File: src/include/alert_mask_pkg.sv
// Purpose: Shared constants for the alert enable mask block
// Assumes: APB with 32-bit data, one aligned word per register
// Notes: Printed offsets are register indices; byte address is index times four
`default_nettype none
package alert_mask_pkg;
  // ----------------------------------------------------------------
  // Register map
  // ----------------------------------------------------------------
  localparam int unsigned ENABLE_INDEX = 32'h49;
  localparam logic [11:0] ENABLE_ADDR = 12'h124;
  localparam logic [11:0] ACTIVE_ADDR = 12'h128;
  localparam logic [11:0] COMMIT_ADDR = 12'h12c;
  localparam logic [11:0] STATUS_ADDR = 12'h130;
  localparam logic [11:0] COUNT_ADDR = 12'h134;
  // ----------------------------------------------------------------
  // Field layout of the enable word
  // ----------------------------------------------------------------
  localparam int unsigned MASK_WIDTH = 24;
  localparam int unsigned NUM_CHANNELS = 4;
  localparam int unsigned OVERCURRENT_LSB = 20;
  localparam int unsigned UNDERCURRENT_LSB = 16;
  localparam int unsigned OVERVOLTAGE_LSB = 12;
  localparam int unsigned UNDERVOLTAGE_LSB = 8;
  localparam int unsigned OVERPOWER_LSB = 4;
  localparam int unsigned ACCUM_FULL_BIT = 3;
  localparam int unsigned ACCUM_TALLY_BIT = 2;
  localparam int unsigned CONV_DONE_BIT = 1;
  localparam logic [23:0] WRITABLE_MASK = 24'hfffffe;
  localparam logic [23:0] MASK_RESET = 24'h000000;
  // ----------------------------------------------------------------
  // Commit command codes, written to the commit register
  // ----------------------------------------------------------------
  localparam logic [1:0] COMMIT_FULL = 2'h1;
  localparam logic [1:0] COMMIT_KEEP_ACCUM = 2'h2;
  localparam logic [1:0] COMMIT_GLOBAL = 2'h3;
  // ----------------------------------------------------------------
  // Consecutive sample codes
  // ----------------------------------------------------------------
  localparam logic [4:0] SAMPLES_CODE0 = 5'h01;
  localparam logic [4:0] SAMPLES_CODE1 = 5'h04;
  localparam logic [4:0] SAMPLES_CODE2 = 5'h08;
  localparam logic [4:0] SAMPLES_CODE3 = 5'h10;
  localparam logic [4:0] COUNT_RESET = 5'h00;
endpackage
`default_nettype wire

File: src/sample_qualifier.sv
// Purpose: Counts consecutive over-limit samples for one source
// Assumes: sample_valid pulses once per conversion on sys_clk
// Notes: Fires a one-cycle pulse each time the run reaches the count
`default_nettype none
module sample_qualifier (
  input wire logic sys_clk,
  input wire logic reset,
  input wire logic sample_valid,
  input wire logic over_limit,
  input wire logic [1:0] consecutive_sample_count,
  output logic qualified
);
  import alert_mask_pkg::*;
  logic [4:0] run;
  logic [4:0] target;

  // ----------------------------------------------------------------
  // Count decode
  // ----------------------------------------------------------------
  // count code decode
  always_comb begin
    case (consecutive_sample_count)
      2'h0: target = SAMPLES_CODE0;
      2'h1: target = SAMPLES_CODE1;
      2'h2: target = SAMPLES_CODE2;
      default: target = SAMPLES_CODE3;
    endcase
  end

  // Run length; restarts after a fire so a steady fault repeats
  // consecutive run counter
  always_ff @(posedge sys_clk or posedge reset) begin
    if (reset) begin
      run <= COUNT_RESET;
      qualified <= 1'b0;
    end else begin
      qualified <= 1'b0;
      if (sample_valid) begin
        if (!over_limit) begin
          run <= COUNT_RESET;
        end else if (run + 5'h01 >= target) begin
          run <= COUNT_RESET;
          qualified <= 1'b1;
        end else begin
          run <= run + 5'h01;
        end
      end
    end
  end
endmodule
`default_nettype wire

File: src/commit_sync.sv
// Purpose: Three-stage synchroniser for the external commit pin
// Assumes: Pin is asynchronous to sys_clk
// Notes: A change counts once the second and third stages agree
`default_nettype none
module commit_sync (
  input wire logic sys_clk,
  input wire logic reset,
  input wire logic pin_in,
  output logic rise
);
  logic s1;
  logic s2;
  logic s3;
  logic level;

  // Stage chain; first stage feeds only the second
  always_ff @(posedge sys_clk or posedge reset) begin
    if (reset) begin
      s1 <= 1'b0;
      s2 <= 1'b0;
      s3 <= 1'b0;
      level <= 1'b0;
      rise <= 1'b0;
    end else begin
      s1 <= pin_in;
      s2 <= s1;
      s3 <= s2;
      rise <= 1'b0;
      if (s2 == s3 && s3 != level) begin
        level <= s3;
        rise <= s3;
      end
    end
  end
endmodule
`default_nettype wire

File: src/alert_enable_mask.sv
// Purpose: Per-channel alert enable mask with commit-to-active copy
// Assumes: APB slave, 125 MHz sys_clk, asynchronous active-high reset
// Notes: Written mask is shadowed; only a commit makes it active
//
// The APB register port was left to the implementer.
`default_nettype none
module alert_enable_mask #(
  parameter int unsigned CHANNELS = alert_mask_pkg::NUM_CHANNELS
) (
  input wire logic sys_clk,
  input wire logic reset,
  input wire logic psel,
  input wire logic penable,
  input wire logic pwrite,
  input wire logic [11:0] paddr,
  input wire logic [31:0] pwdata,
  output logic [31:0] prdata,
  output logic pready,
  output logic pslverr,
  input wire logic commit_pin,
  input wire logic sample_valid,
  input wire logic [CHANNELS-1:0] overcurrent,
  input wire logic [CHANNELS-1:0] undercurrent,
  input wire logic [CHANNELS-1:0] overvoltage,
  input wire logic [CHANNELS-1:0] undervoltage,
  input wire logic [CHANNELS-1:0] overpower,
  input wire logic [2*CHANNELS-1:0] overcurrent_samples,
  input wire logic [2*CHANNELS-1:0] undercurrent_samples,
  input wire logic [2*CHANNELS-1:0] overvoltage_samples,
  input wire logic [2*CHANNELS-1:0] undervoltage_samples,
  input wire logic [2*CHANNELS-1:0] overpower_samples,
  input wire logic accum_full,
  input wire logic accum_tally_full,
  input wire logic conversion_done,
  output logic [alert_mask_pkg::MASK_WIDTH-1:0] gated_alert,
  output logic alert_any
);
  import alert_mask_pkg::*;

  // ----------------------------------------------------------------
  // Declarations
  // ----------------------------------------------------------------
  logic [MASK_WIDTH-1:0] alert_source_enable;
  logic [MASK_WIDTH-1:0] active_enable;
  logic [MASK_WIDTH-1:0] raw_event;
  logic [MASK_WIDTH-1:0] next_gated;
  logic [5*CHANNELS-1:0] limit_hit;
  logic [5*CHANNELS-1:0] limit_qualified;
  logic [10*CHANNELS-1:0] sample_codes;
  logic [7:0] commit_count;
  logic pin_commit;
  logic bus_commit;
  logic do_commit;
  logic access;
  logic wr;
  logic known_addr;
  logic [31:0] next_rdata;

  // ----------------------------------------------------------------
  // Bus decode
  // ----------------------------------------------------------------
  // Single-cycle access phase; pready never stalls
  assign access = psel & penable;
  assign wr = access & pwrite;
  assign known_addr = (paddr == ENABLE_ADDR) || (paddr == ACTIVE_ADDR) ||
                      (paddr == COMMIT_ADDR) || (paddr == STATUS_ADDR) ||
                      (paddr == COUNT_ADDR);
  assign bus_commit = wr && (paddr == COMMIT_ADDR) &&
                      (pwdata[1:0] == COMMIT_FULL || pwdata[1:0] == COMMIT_KEEP_ACCUM ||
                       pwdata[1:0] == COMMIT_GLOBAL);
  assign do_commit = bus_commit | pin_commit;

  // ----------------------------------------------------------------
  // Commit pin synchroniser
  // ----------------------------------------------------------------
  commit_sync u_commit_sync (
    .sys_clk(sys_clk),
    .reset(reset),
    .pin_in(commit_pin),
    .rise(pin_commit)
  );

  // ----------------------------------------------------------------
  // Written copy of the mask
  // ----------------------------------------------------------------
  // written copy reset
  always_ff @(posedge sys_clk or posedge reset) begin
    if (reset) begin
      alert_source_enable <= MASK_RESET;
    end else if (wr && paddr == ENABLE_ADDR) begin
      alert_source_enable <= pwdata[MASK_WIDTH-1:0] & WRITABLE_MASK;
    end
  end

  // ----------------------------------------------------------------
  // Active copy, loaded only by commit
  // ----------------------------------------------------------------
  // copy written to active
  // activation on commit
  // A write in the same cycle as a commit is not yet seen: it needs the next commit
  always_ff @(posedge sys_clk or posedge reset) begin
    if (reset) begin
      active_enable <= MASK_RESET;
      commit_count <= 8'h00;
    end else if (do_commit) begin
      active_enable <= alert_source_enable;
      commit_count <= commit_count + 8'h01;
    end
  end

  // ----------------------------------------------------------------
  // Consecutive sample qualification per limit source
  // ----------------------------------------------------------------
  // Order of groups: overpower, undervoltage, overvoltage, undercurrent, overcurrent
  assign limit_hit = {overcurrent, undercurrent, overvoltage, undervoltage, overpower};
  assign sample_codes = {overcurrent_samples, undercurrent_samples, overvoltage_samples,
                         undervoltage_samples, overpower_samples};

  genvar gi;
  generate
    for (gi = 0; gi < 5 * CHANNELS; gi++) begin : g_qual
      sample_qualifier u_qual (
        .sys_clk(sys_clk),
        .reset(reset),
        .sample_valid(sample_valid),
        .over_limit(limit_hit[gi]),
        .consecutive_sample_count(sample_codes[2*gi+1 -: 2]),
        .qualified(limit_qualified[gi])
      );
    end
  endgenerate

  // ----------------------------------------------------------------
  // Event map onto mask layout
  // ----------------------------------------------------------------
  // Channel 1 sits on the high bit of each group, so the vector reverses
  always_comb begin
    raw_event = '0;
    for (int c = 0; c < CHANNELS; c++) begin
      raw_event[OVERCURRENT_LSB + 3 - c] = limit_qualified[4*CHANNELS + c];
      raw_event[UNDERCURRENT_LSB + 3 - c] = limit_qualified[3*CHANNELS + c];
      raw_event[OVERVOLTAGE_LSB + 3 - c] = limit_qualified[2*CHANNELS + c];
      raw_event[UNDERVOLTAGE_LSB + 3 - c] = limit_qualified[CHANNELS + c];
      raw_event[OVERPOWER_LSB + 3 - c] = limit_qualified[c];
    end
    raw_event[ACCUM_FULL_BIT] = accum_full;
    raw_event[ACCUM_TALLY_BIT] = accum_tally_full;
    raw_event[CONV_DONE_BIT] = conversion_done;
  end

  assign next_gated = raw_event & active_enable;

  // Registered so routing never sees a glitch
  always_ff @(posedge sys_clk or posedge reset) begin
    if (reset) begin
      gated_alert <= '0;
      alert_any <= 1'b0;
    end else begin
      gated_alert <= next_gated;
      alert_any <= |next_gated;
    end
  end

  // ----------------------------------------------------------------
  // Read data and response
  // ----------------------------------------------------------------
  // Status shows registered gated_alert: active mask filtered by the events of the previous cycle
  always_comb begin
    next_rdata = 32'h00000000;
    case (paddr)
      ENABLE_ADDR: next_rdata[MASK_WIDTH-1:0] = alert_source_enable;
      ACTIVE_ADDR: next_rdata[MASK_WIDTH-1:0] = active_enable;
      STATUS_ADDR: next_rdata[MASK_WIDTH-1:0] = gated_alert;
      COUNT_ADDR: next_rdata[7:0] = commit_count;
      default: next_rdata = 32'h00000000;
    endcase
  end

  // Answer in the setup cycle so access completes at once
  always_ff @(posedge sys_clk or posedge reset) begin
    if (reset) begin
      prdata <= 32'h00000000;
      pready <= 1'b0;
      pslverr <= 1'b0;
    end else begin
      pready <= psel & ~penable;
      pslverr <= psel & ~penable & ~known_addr;
      if (psel && !penable && !pwrite) begin
        prdata <= next_rdata;
      end
    end
  end

  // ----------------------------------------------------------------
  // Checks
  // ----------------------------------------------------------------
  // bit 0 never held
  AST_BIT0_ZERO: assert property (@(posedge sys_clk) disable iff (reset)
    alert_source_enable[0] == 1'b0 && active_enable[0] == 1'b0)
    else $error("unimplemented bit stored");

  AST_WRITE_HOLD: assert property (@(posedge sys_clk) disable iff (reset)
    (wr && paddr == ENABLE_ADDR && !do_commit) |=> (active_enable == $past(active_enable)))
    else $error("active mask changed without commit");

  AST_NO_COMMIT_HOLD: assert property (@(posedge sys_clk) disable iff (reset)
    !do_commit |=> $stable(active_enable))
    else $error("active mask moved without commit");

  AST_COMMIT_COPY: assert property (@(posedge sys_clk) disable iff (reset)
    do_commit |=> (active_enable == $past(alert_source_enable)))
    else $error("commit did not copy written mask");

  AST_COMMIT_COUNT: assert property (@(posedge sys_clk) disable iff (reset)
    do_commit |=> (commit_count == $past(commit_count) + 8'h01))
    else $error("commit count did not advance");

  AST_COUNT_HOLD: assert property (@(posedge sys_clk) disable iff (reset)
    !do_commit |=> $stable(commit_count))
    else $error("commit count moved without commit");

  AST_GATED: assert property (@(posedge sys_clk) disable iff (reset)
    ((gated_alert & ~$past(active_enable)) == '0))
    else $error("disabled source reached alert");

  AST_STORE_MASKED: assert property (@(posedge sys_clk) disable iff (reset)
    (wr && paddr == ENABLE_ADDR) |=> (alert_source_enable == ($past(pwdata[23:0]) & WRITABLE_MASK)))
    else $error("written mask not stored");

  // Refused writes leave the written copy alone
  AST_UNMAPPED_IGNORED: assert property (@(posedge sys_clk) disable iff (reset)
    (wr && !known_addr) |=> $stable(alert_source_enable))
    else $error("unmapped write changed the mask");

  AST_CONV_DONE: assert property (@(posedge sys_clk) disable iff (reset)
    (conversion_done && active_enable[CONV_DONE_BIT]) |=> gated_alert[CONV_DONE_BIT])
    else $error("conversion done alert missing");

  AST_CONV_BLOCK: assert property (@(posedge sys_clk) disable iff (reset)
    !active_enable[CONV_DONE_BIT] |=> !gated_alert[CONV_DONE_BIT])
    else $error("conversion done alert passed while disabled");

  AST_ACCUM_FULL: assert property (@(posedge sys_clk) disable iff (reset)
    (accum_full && active_enable[ACCUM_FULL_BIT]) |=> gated_alert[ACCUM_FULL_BIT])
    else $error("accumulator full alert missing");

  AST_ACCUM_BLOCK: assert property (@(posedge sys_clk) disable iff (reset)
    !active_enable[ACCUM_FULL_BIT] |=> !gated_alert[ACCUM_FULL_BIT])
    else $error("accumulator full alert passed while disabled");

  AST_TALLY_PASS: assert property (@(posedge sys_clk) disable iff (reset)
    (accum_tally_full && active_enable[ACCUM_TALLY_BIT]) |=> gated_alert[ACCUM_TALLY_BIT])
    else $error("tally alert missing");

  AST_TALLY_BLOCK: assert property (@(posedge sys_clk) disable iff (reset)
    !active_enable[ACCUM_TALLY_BIT] |=> !gated_alert[ACCUM_TALLY_BIT])
    else $error("tally alert passed while disabled");

  // channel 1 overcurrent on bit 23
  AST_OC1_MAP: assert property (@(posedge sys_clk) disable iff (reset)
    (limit_qualified[4*CHANNELS] && active_enable[23]) |=> gated_alert[23])
    else $error("channel 1 overcurrent misrouted");

  // Routing checks per channel; channel 1 sits on the high bit of each group
  for (genvar ci = 0; ci < CHANNELS; ci++) begin : g_route_chk
    AST_OC_ROUTE: assert property (@(posedge sys_clk) disable iff (reset)
      (limit_qualified[4*CHANNELS + ci] && active_enable[OVERCURRENT_LSB + 3 - ci])
      |=> gated_alert[OVERCURRENT_LSB + 3 - ci])
      else $error("overcurrent alert misrouted");

    AST_UC_ROUTE: assert property (@(posedge sys_clk) disable iff (reset)
      (limit_qualified[3*CHANNELS + ci] && active_enable[UNDERCURRENT_LSB + 3 - ci])
      |=> gated_alert[UNDERCURRENT_LSB + 3 - ci])
      else $error("undercurrent alert misrouted");

    AST_OV_ROUTE: assert property (@(posedge sys_clk) disable iff (reset)
      (limit_qualified[2*CHANNELS + ci] && active_enable[OVERVOLTAGE_LSB + 3 - ci])
      |=> gated_alert[OVERVOLTAGE_LSB + 3 - ci])
      else $error("overvoltage alert misrouted");

    AST_UV_ROUTE: assert property (@(posedge sys_clk) disable iff (reset)
      (limit_qualified[CHANNELS + ci] && active_enable[UNDERVOLTAGE_LSB + 3 - ci])
      |=> gated_alert[UNDERVOLTAGE_LSB + 3 - ci])
      else $error("undervoltage alert misrouted");

    AST_OP_ROUTE: assert property (@(posedge sys_clk) disable iff (reset)
      (limit_qualified[ci] && active_enable[OVERPOWER_LSB + 3 - ci])
      |=> gated_alert[OVERPOWER_LSB + 3 - ci])
      else $error("overpower alert misrouted");
  end

  // qualifiers fire only after a sample
  AST_QUAL_SAMPLE: assert property (@(posedge sys_clk) disable iff (reset)
    (|limit_qualified) |-> $past(sample_valid))
    else $error("limit qualified without a sample");

  AST_ANY: assert property (@(posedge sys_clk) disable iff (reset)
    alert_any == (gated_alert != '0))
    else $error("summary alert mismatch");

  // Wait-free slave: ready is a single-cycle pulse
  AST_PREADY_PULSE: assert property (@(posedge sys_clk) disable iff (reset)
    pready |=> !pready)
    else $error("ready held past access phase");

  // An error answer always comes with ready
  AST_ERR_WITH_READY: assert property (@(posedge sys_clk) disable iff (reset)
    pslverr |-> pready)
    else $error("error response without ready");

  // ----------------------------------------------------------------
  // Cover points
  // ----------------------------------------------------------------
  COV_COMMIT: cover property (@(posedge sys_clk) disable iff (reset) bus_commit);
  COV_PIN_COMMIT: cover property (@(posedge sys_clk) disable iff (reset) pin_commit);
  COV_ALERT: cover property (@(posedge sys_clk) disable iff (reset) alert_any);
  COV_ERR: cover property (@(posedge sys_clk) disable iff (reset) pslverr && pready);
  COV_RUN16: cover property (@(posedge sys_clk) disable iff (reset)
    limit_qualified[4*CHANNELS] && overcurrent_samples[1:0] == 2'h3);
endmodule
`default_nettype wire

File: config.mk
export PLATFORM = sky130hd
export DESIGN_NAME = alert_enable_mask
export DESIGN_NICKNAME = d
export VERILOG_FILES = /design/src/include/alert_mask_pkg.sv /design/src/sample_qualifier.sv /design/src/commit_sync.sv /design/src/alert_enable_mask.sv
export SDC_FILE = /design/constraint.sdc
export NUM_CORES = 1
export LEC_CHECK = 0
export BUFFER_PORTS_ARGS = -buffer_cell sky130_fd_sc_hd__buf_2
export CAP_MARGIN = 10
export CORE_MARGIN = 2
export CORE_UTILIZATION = 40
export DETAILED_ROUTE_END_ITERATION = 10
export SLEW_MARGIN = 5
export SYNTH_ARGS = -nofsm -noshare
export SYNTH_HDL_FRONTEND = slang
export SYNTH_HIERARCHICAL = 1
export SYNTH_SLANG_ARGS = --single-unit
File: constraint.sdc
create_clock -name sys_clk -period 6.75 [get_ports sys_clk]
set_input_delay 1.0125 -clock sys_clk [delete_from_list [all_inputs] [get_ports sys_clk]]
set_output_delay 1.0125 -clock sys_clk [all_outputs]
set_load 0.02 [all_outputs]
==> flow_summary_export.csv <==
group,metric,value,unit
run_status,status,"completed",
timing,postLayoutSetupSlackWorst,3.62,ns
detailed_routing,vias,9739,
global_routing,grt.total_usage,0.185,
clocking,cts_setup_buffers,0,
global_routing,grt_pass1_wl,50.4,mm
floorplanning,dieWidth,185,um
detailed_routing,routed_via_density,5.16,
final_layout,nets,1639,
timing,finalCritPeriodShare,0.464,
synth,syn_area_per_cell,10.2,sq um
power,p_switching,871,uW
synth,synthFlopType,"dfrtp_1",
detailed_routing,dr.first_iter.drc_count,486,
final_layout,syn_to_final_growth,15.3,%
timing,finalHoldViolations,0,
floorplanning,fp.dieH,185,um
setup_path,critPathSlowestCell,"nor3b_4",
synth,synth_top_family_by_area,"simple AND/OR/NAND/NOR gates",
setup_path,cp.buffers_inverters,1,
timing,drv_slew,0,
power,seqPwrFrac,0.436,
clocking,cts_buffers,27,
flow_run,cap_violations,0,
synth,synth_edf_count,0,
setup_path,path_max_fanout,17,
clocking,cts.reportedPaths.clkPinSlew,0.06,ns
synth,syn_area,13100,sq um
global_routing,grt_pass1_vias,9742,
synth,synth_seq_cells,229,
synth,synth_mux_area_frac,0.0535,
floorplanning,io-pin-count,173,
hold_path,hold_path_class,"reg -> reg",
setup_path,cp.arrival,3.60,ns
timing,rsz0062_at_grt,"no",
power,p_leak,0.00767,uW
detailed_routing,drtPass1Iterations,5,
floorplanning,initial_core_util,0.404,
clocking,cts_hold_buf,0,
detailed_routing,routedWlPerCell,16.4,um
timing,layout_min_cycle_time,3.13,ns
synth,synth_cell_types,63,
power,p_clk_frac,0.448,
synth,synth_cells,1279,
setup_path,path_cells,"buf_2 > or3b_1 > nor3b_4 > o21ba_1 > a221o_1",
global_routing,grt_max_degree,66,
detailed_routing,drcViolationCount,0,
global_routing,grt-ovfl-total,0,
synth,synth_xor_area_frac,0.0408,
clocking,cts.htree.levels,1,
synth,yosysWarnings,6,
power,swShare,0.258,
setup_path,critical-path-top-delay-family,"simple AND/OR/NAND/NOR gates",
setup_path,path_class,"in -> reg",
final_layout,final_common_cell,"dfrtp_1",
power,power.internal,2510,uW
power,power,3380,uW
clocking,ctsResizeCount,0,
power,vdd_drop_max,0.167,mV
clocking,clock_latency,0.53,ns
final_layout,drive_gt1_frac,0.195,
synth,ys_seq_area_frac,0.438,
final_layout,mostFrequentLayoutCells,"dfrtp_1 (229), inv_1 (185), buf_2 (154), ha_1 (101), o22ai_1 (100)",
clocking,cts_tree,"built",
setup_path,worst_ep_required_time,7.22,ns
placement,dp_hpwl,22.5,mm
clocking,cts_num_sinks,229,
synth,synth-simple-area-share,0.149,
setup_path,worst_setup_path_start_kind,"primary input",
timing,fmax,0.319,GHz
placement,gp_congestion,0.825,
global_routing,antenna_found_initial,4,
detailed_routing,drt-total-wl,31.0,mm
timing,setup_tns,0,ns
setup_path,end_kind,"register",
floorplanning,rows,66,
timing,slew_headroom,0.237,
floorplanning,fp.coreArea,32400,sq um
power,powerDensity,224,nW/um^2
timing,setup_viol,0,
power,p_comb_frac,0.115,
synth,synth-adder-area-share,0.0974,
clocking,root_buffer,"clkbuf_16",
clocking,clk_path_buf_depth,3,
placement,port_buffers,155,
synth,synthArstFlopShare,1.00,
placement,dpl_worst_slack,3.07,ns
timing,skew,0.0184,ns
detailed_routing,antenna_left,0,
timing,worst_slew_pin_slew,1.14,ns
floorplanning,dieArea,34200,sq um
synth,synth_compound_area_frac,0.143,
setup_path,slowest_delay,0.85,ns
kinds of logic after synthesis:
kind of cell,Yosys count
simple gates,324
buf+inv,238
fa+ha+maj,102
compound gates,267
flops,229
other cells,1
mux,57
xor+xnor,61
Yosys cell counts (all sizes together), types with 21 or more instances:
master / number / share of area
dfrtp: 229 / 0.44
inv: 186 / 0.053
ha: 101 / 0.097
o22ai: 100 / 0.048
nand3: 83 / 0.032
nand2: 61 / 0.017
xnor2: 61 / 0.041
mux2: 47 / 0.046
nand2b: 44 / 0.021
nor2: 30 / 0.0092
o21ai: 29 / 0.011
and2: 28 / 0.013
clkbuf: 27 / 0.0097
buf: 25 / 0.016
nor4b: 22 / 0.026
o211ai: 22 / 0.013
a21oi: 21 / 0.0080
and3: 21 / 0.010
registers in the layout (all words and copies together), names as in the netlist:
name,flops
g_qual.u_qual/run,100
prdata,24
active_enable,23
alert_source_enable,23
gated_alert,23
g_qual.u_qual/qualified,20
commit_count,8
alert_any,1
pready,1
pslverr,1
u_commit_sync/level,1
u_commit_sync/rise,1
u_commit_sync/s1,1
u_commit_sync/s2,1
u_commit_sync/s3,1
power by group through the flow:
stage / Sequential, uW / Clock, uW / Combinational (uW)
5_1_grt: 1480 / 1610 / 444
4_1_cts: 1480 / 1560 / 394
6_report: 1480 / 1520 / 389
2_1_floorplan: 1480 / 0 / 284
3_3_place_gp: 1500 / 0 / 378
3_5_place_dp: 1500 / 0 / 392
path summary, 6_finish.rpt:
kind / startpoint / end / slack [ns] / cells past startpoint
hold / removal: u_commit_sync/s1 / u_commit_sync/s2 / 0.38 / 0
setup / recovery: paddr[7] / prdata[9] / 3.62 / 5
hold reg to reg: u_commit_sync/s1 / u_commit_sync/s2 / 0.38 / 0
setup reg to reg: g_qual[6].u_qual/qualified / alert_any / 4.65 / 4
max in group asynchronous: reset / gated_alert[7] / 4.70 / 4
min in group asynchronous: reset / g_qual[4].u_qual/run[1] / 0.69 / 3
worst register-to-register path: stages, from the launching register on:
cell and delay, ns:
dfrtp_1 0.44, a222oi_1 0.46, or4b_2 0.63, nor3_1 0.32, nand4_1 0.12
per-layer routing:
| layer | vias up | wire (um) | GRT usage |
|---|---|---|---|
| li1 | 4831 | - | - |
| met1 | 4655 | 14000 | 0.243 |
| met2 | 197 | 14200 | 0.304 |
| met3 | 52 | 1880 | 0.0440 |
| met4 | 4 | 903 | 0.0524 |
| met5 | - | 27 | 0 |
area by class of cell:
class	count	area [sq um]
tap	442	553
sequential	229	5730
clock buffer	37	753
fill	3070	17300
antenna	2	5.00
multi-input combinational	820	6360
clock inverter	11	173
timing repair buffer	160	816
inverter	186	701
metrics by stage:
step	util	std cells	area [sq um]	hold slack [ns]
floorplan	-	1287	13100	0.331
global route	0.466	1885	15100	0.383
global placement	0.438	1837	14200	0.342
detailed placement	0.438	1837	14200	0.336
finish	0.466	1887	15100	0.383
CTS	0.466	1885	15100	0.378
Power figures use the tool's default switching activity.
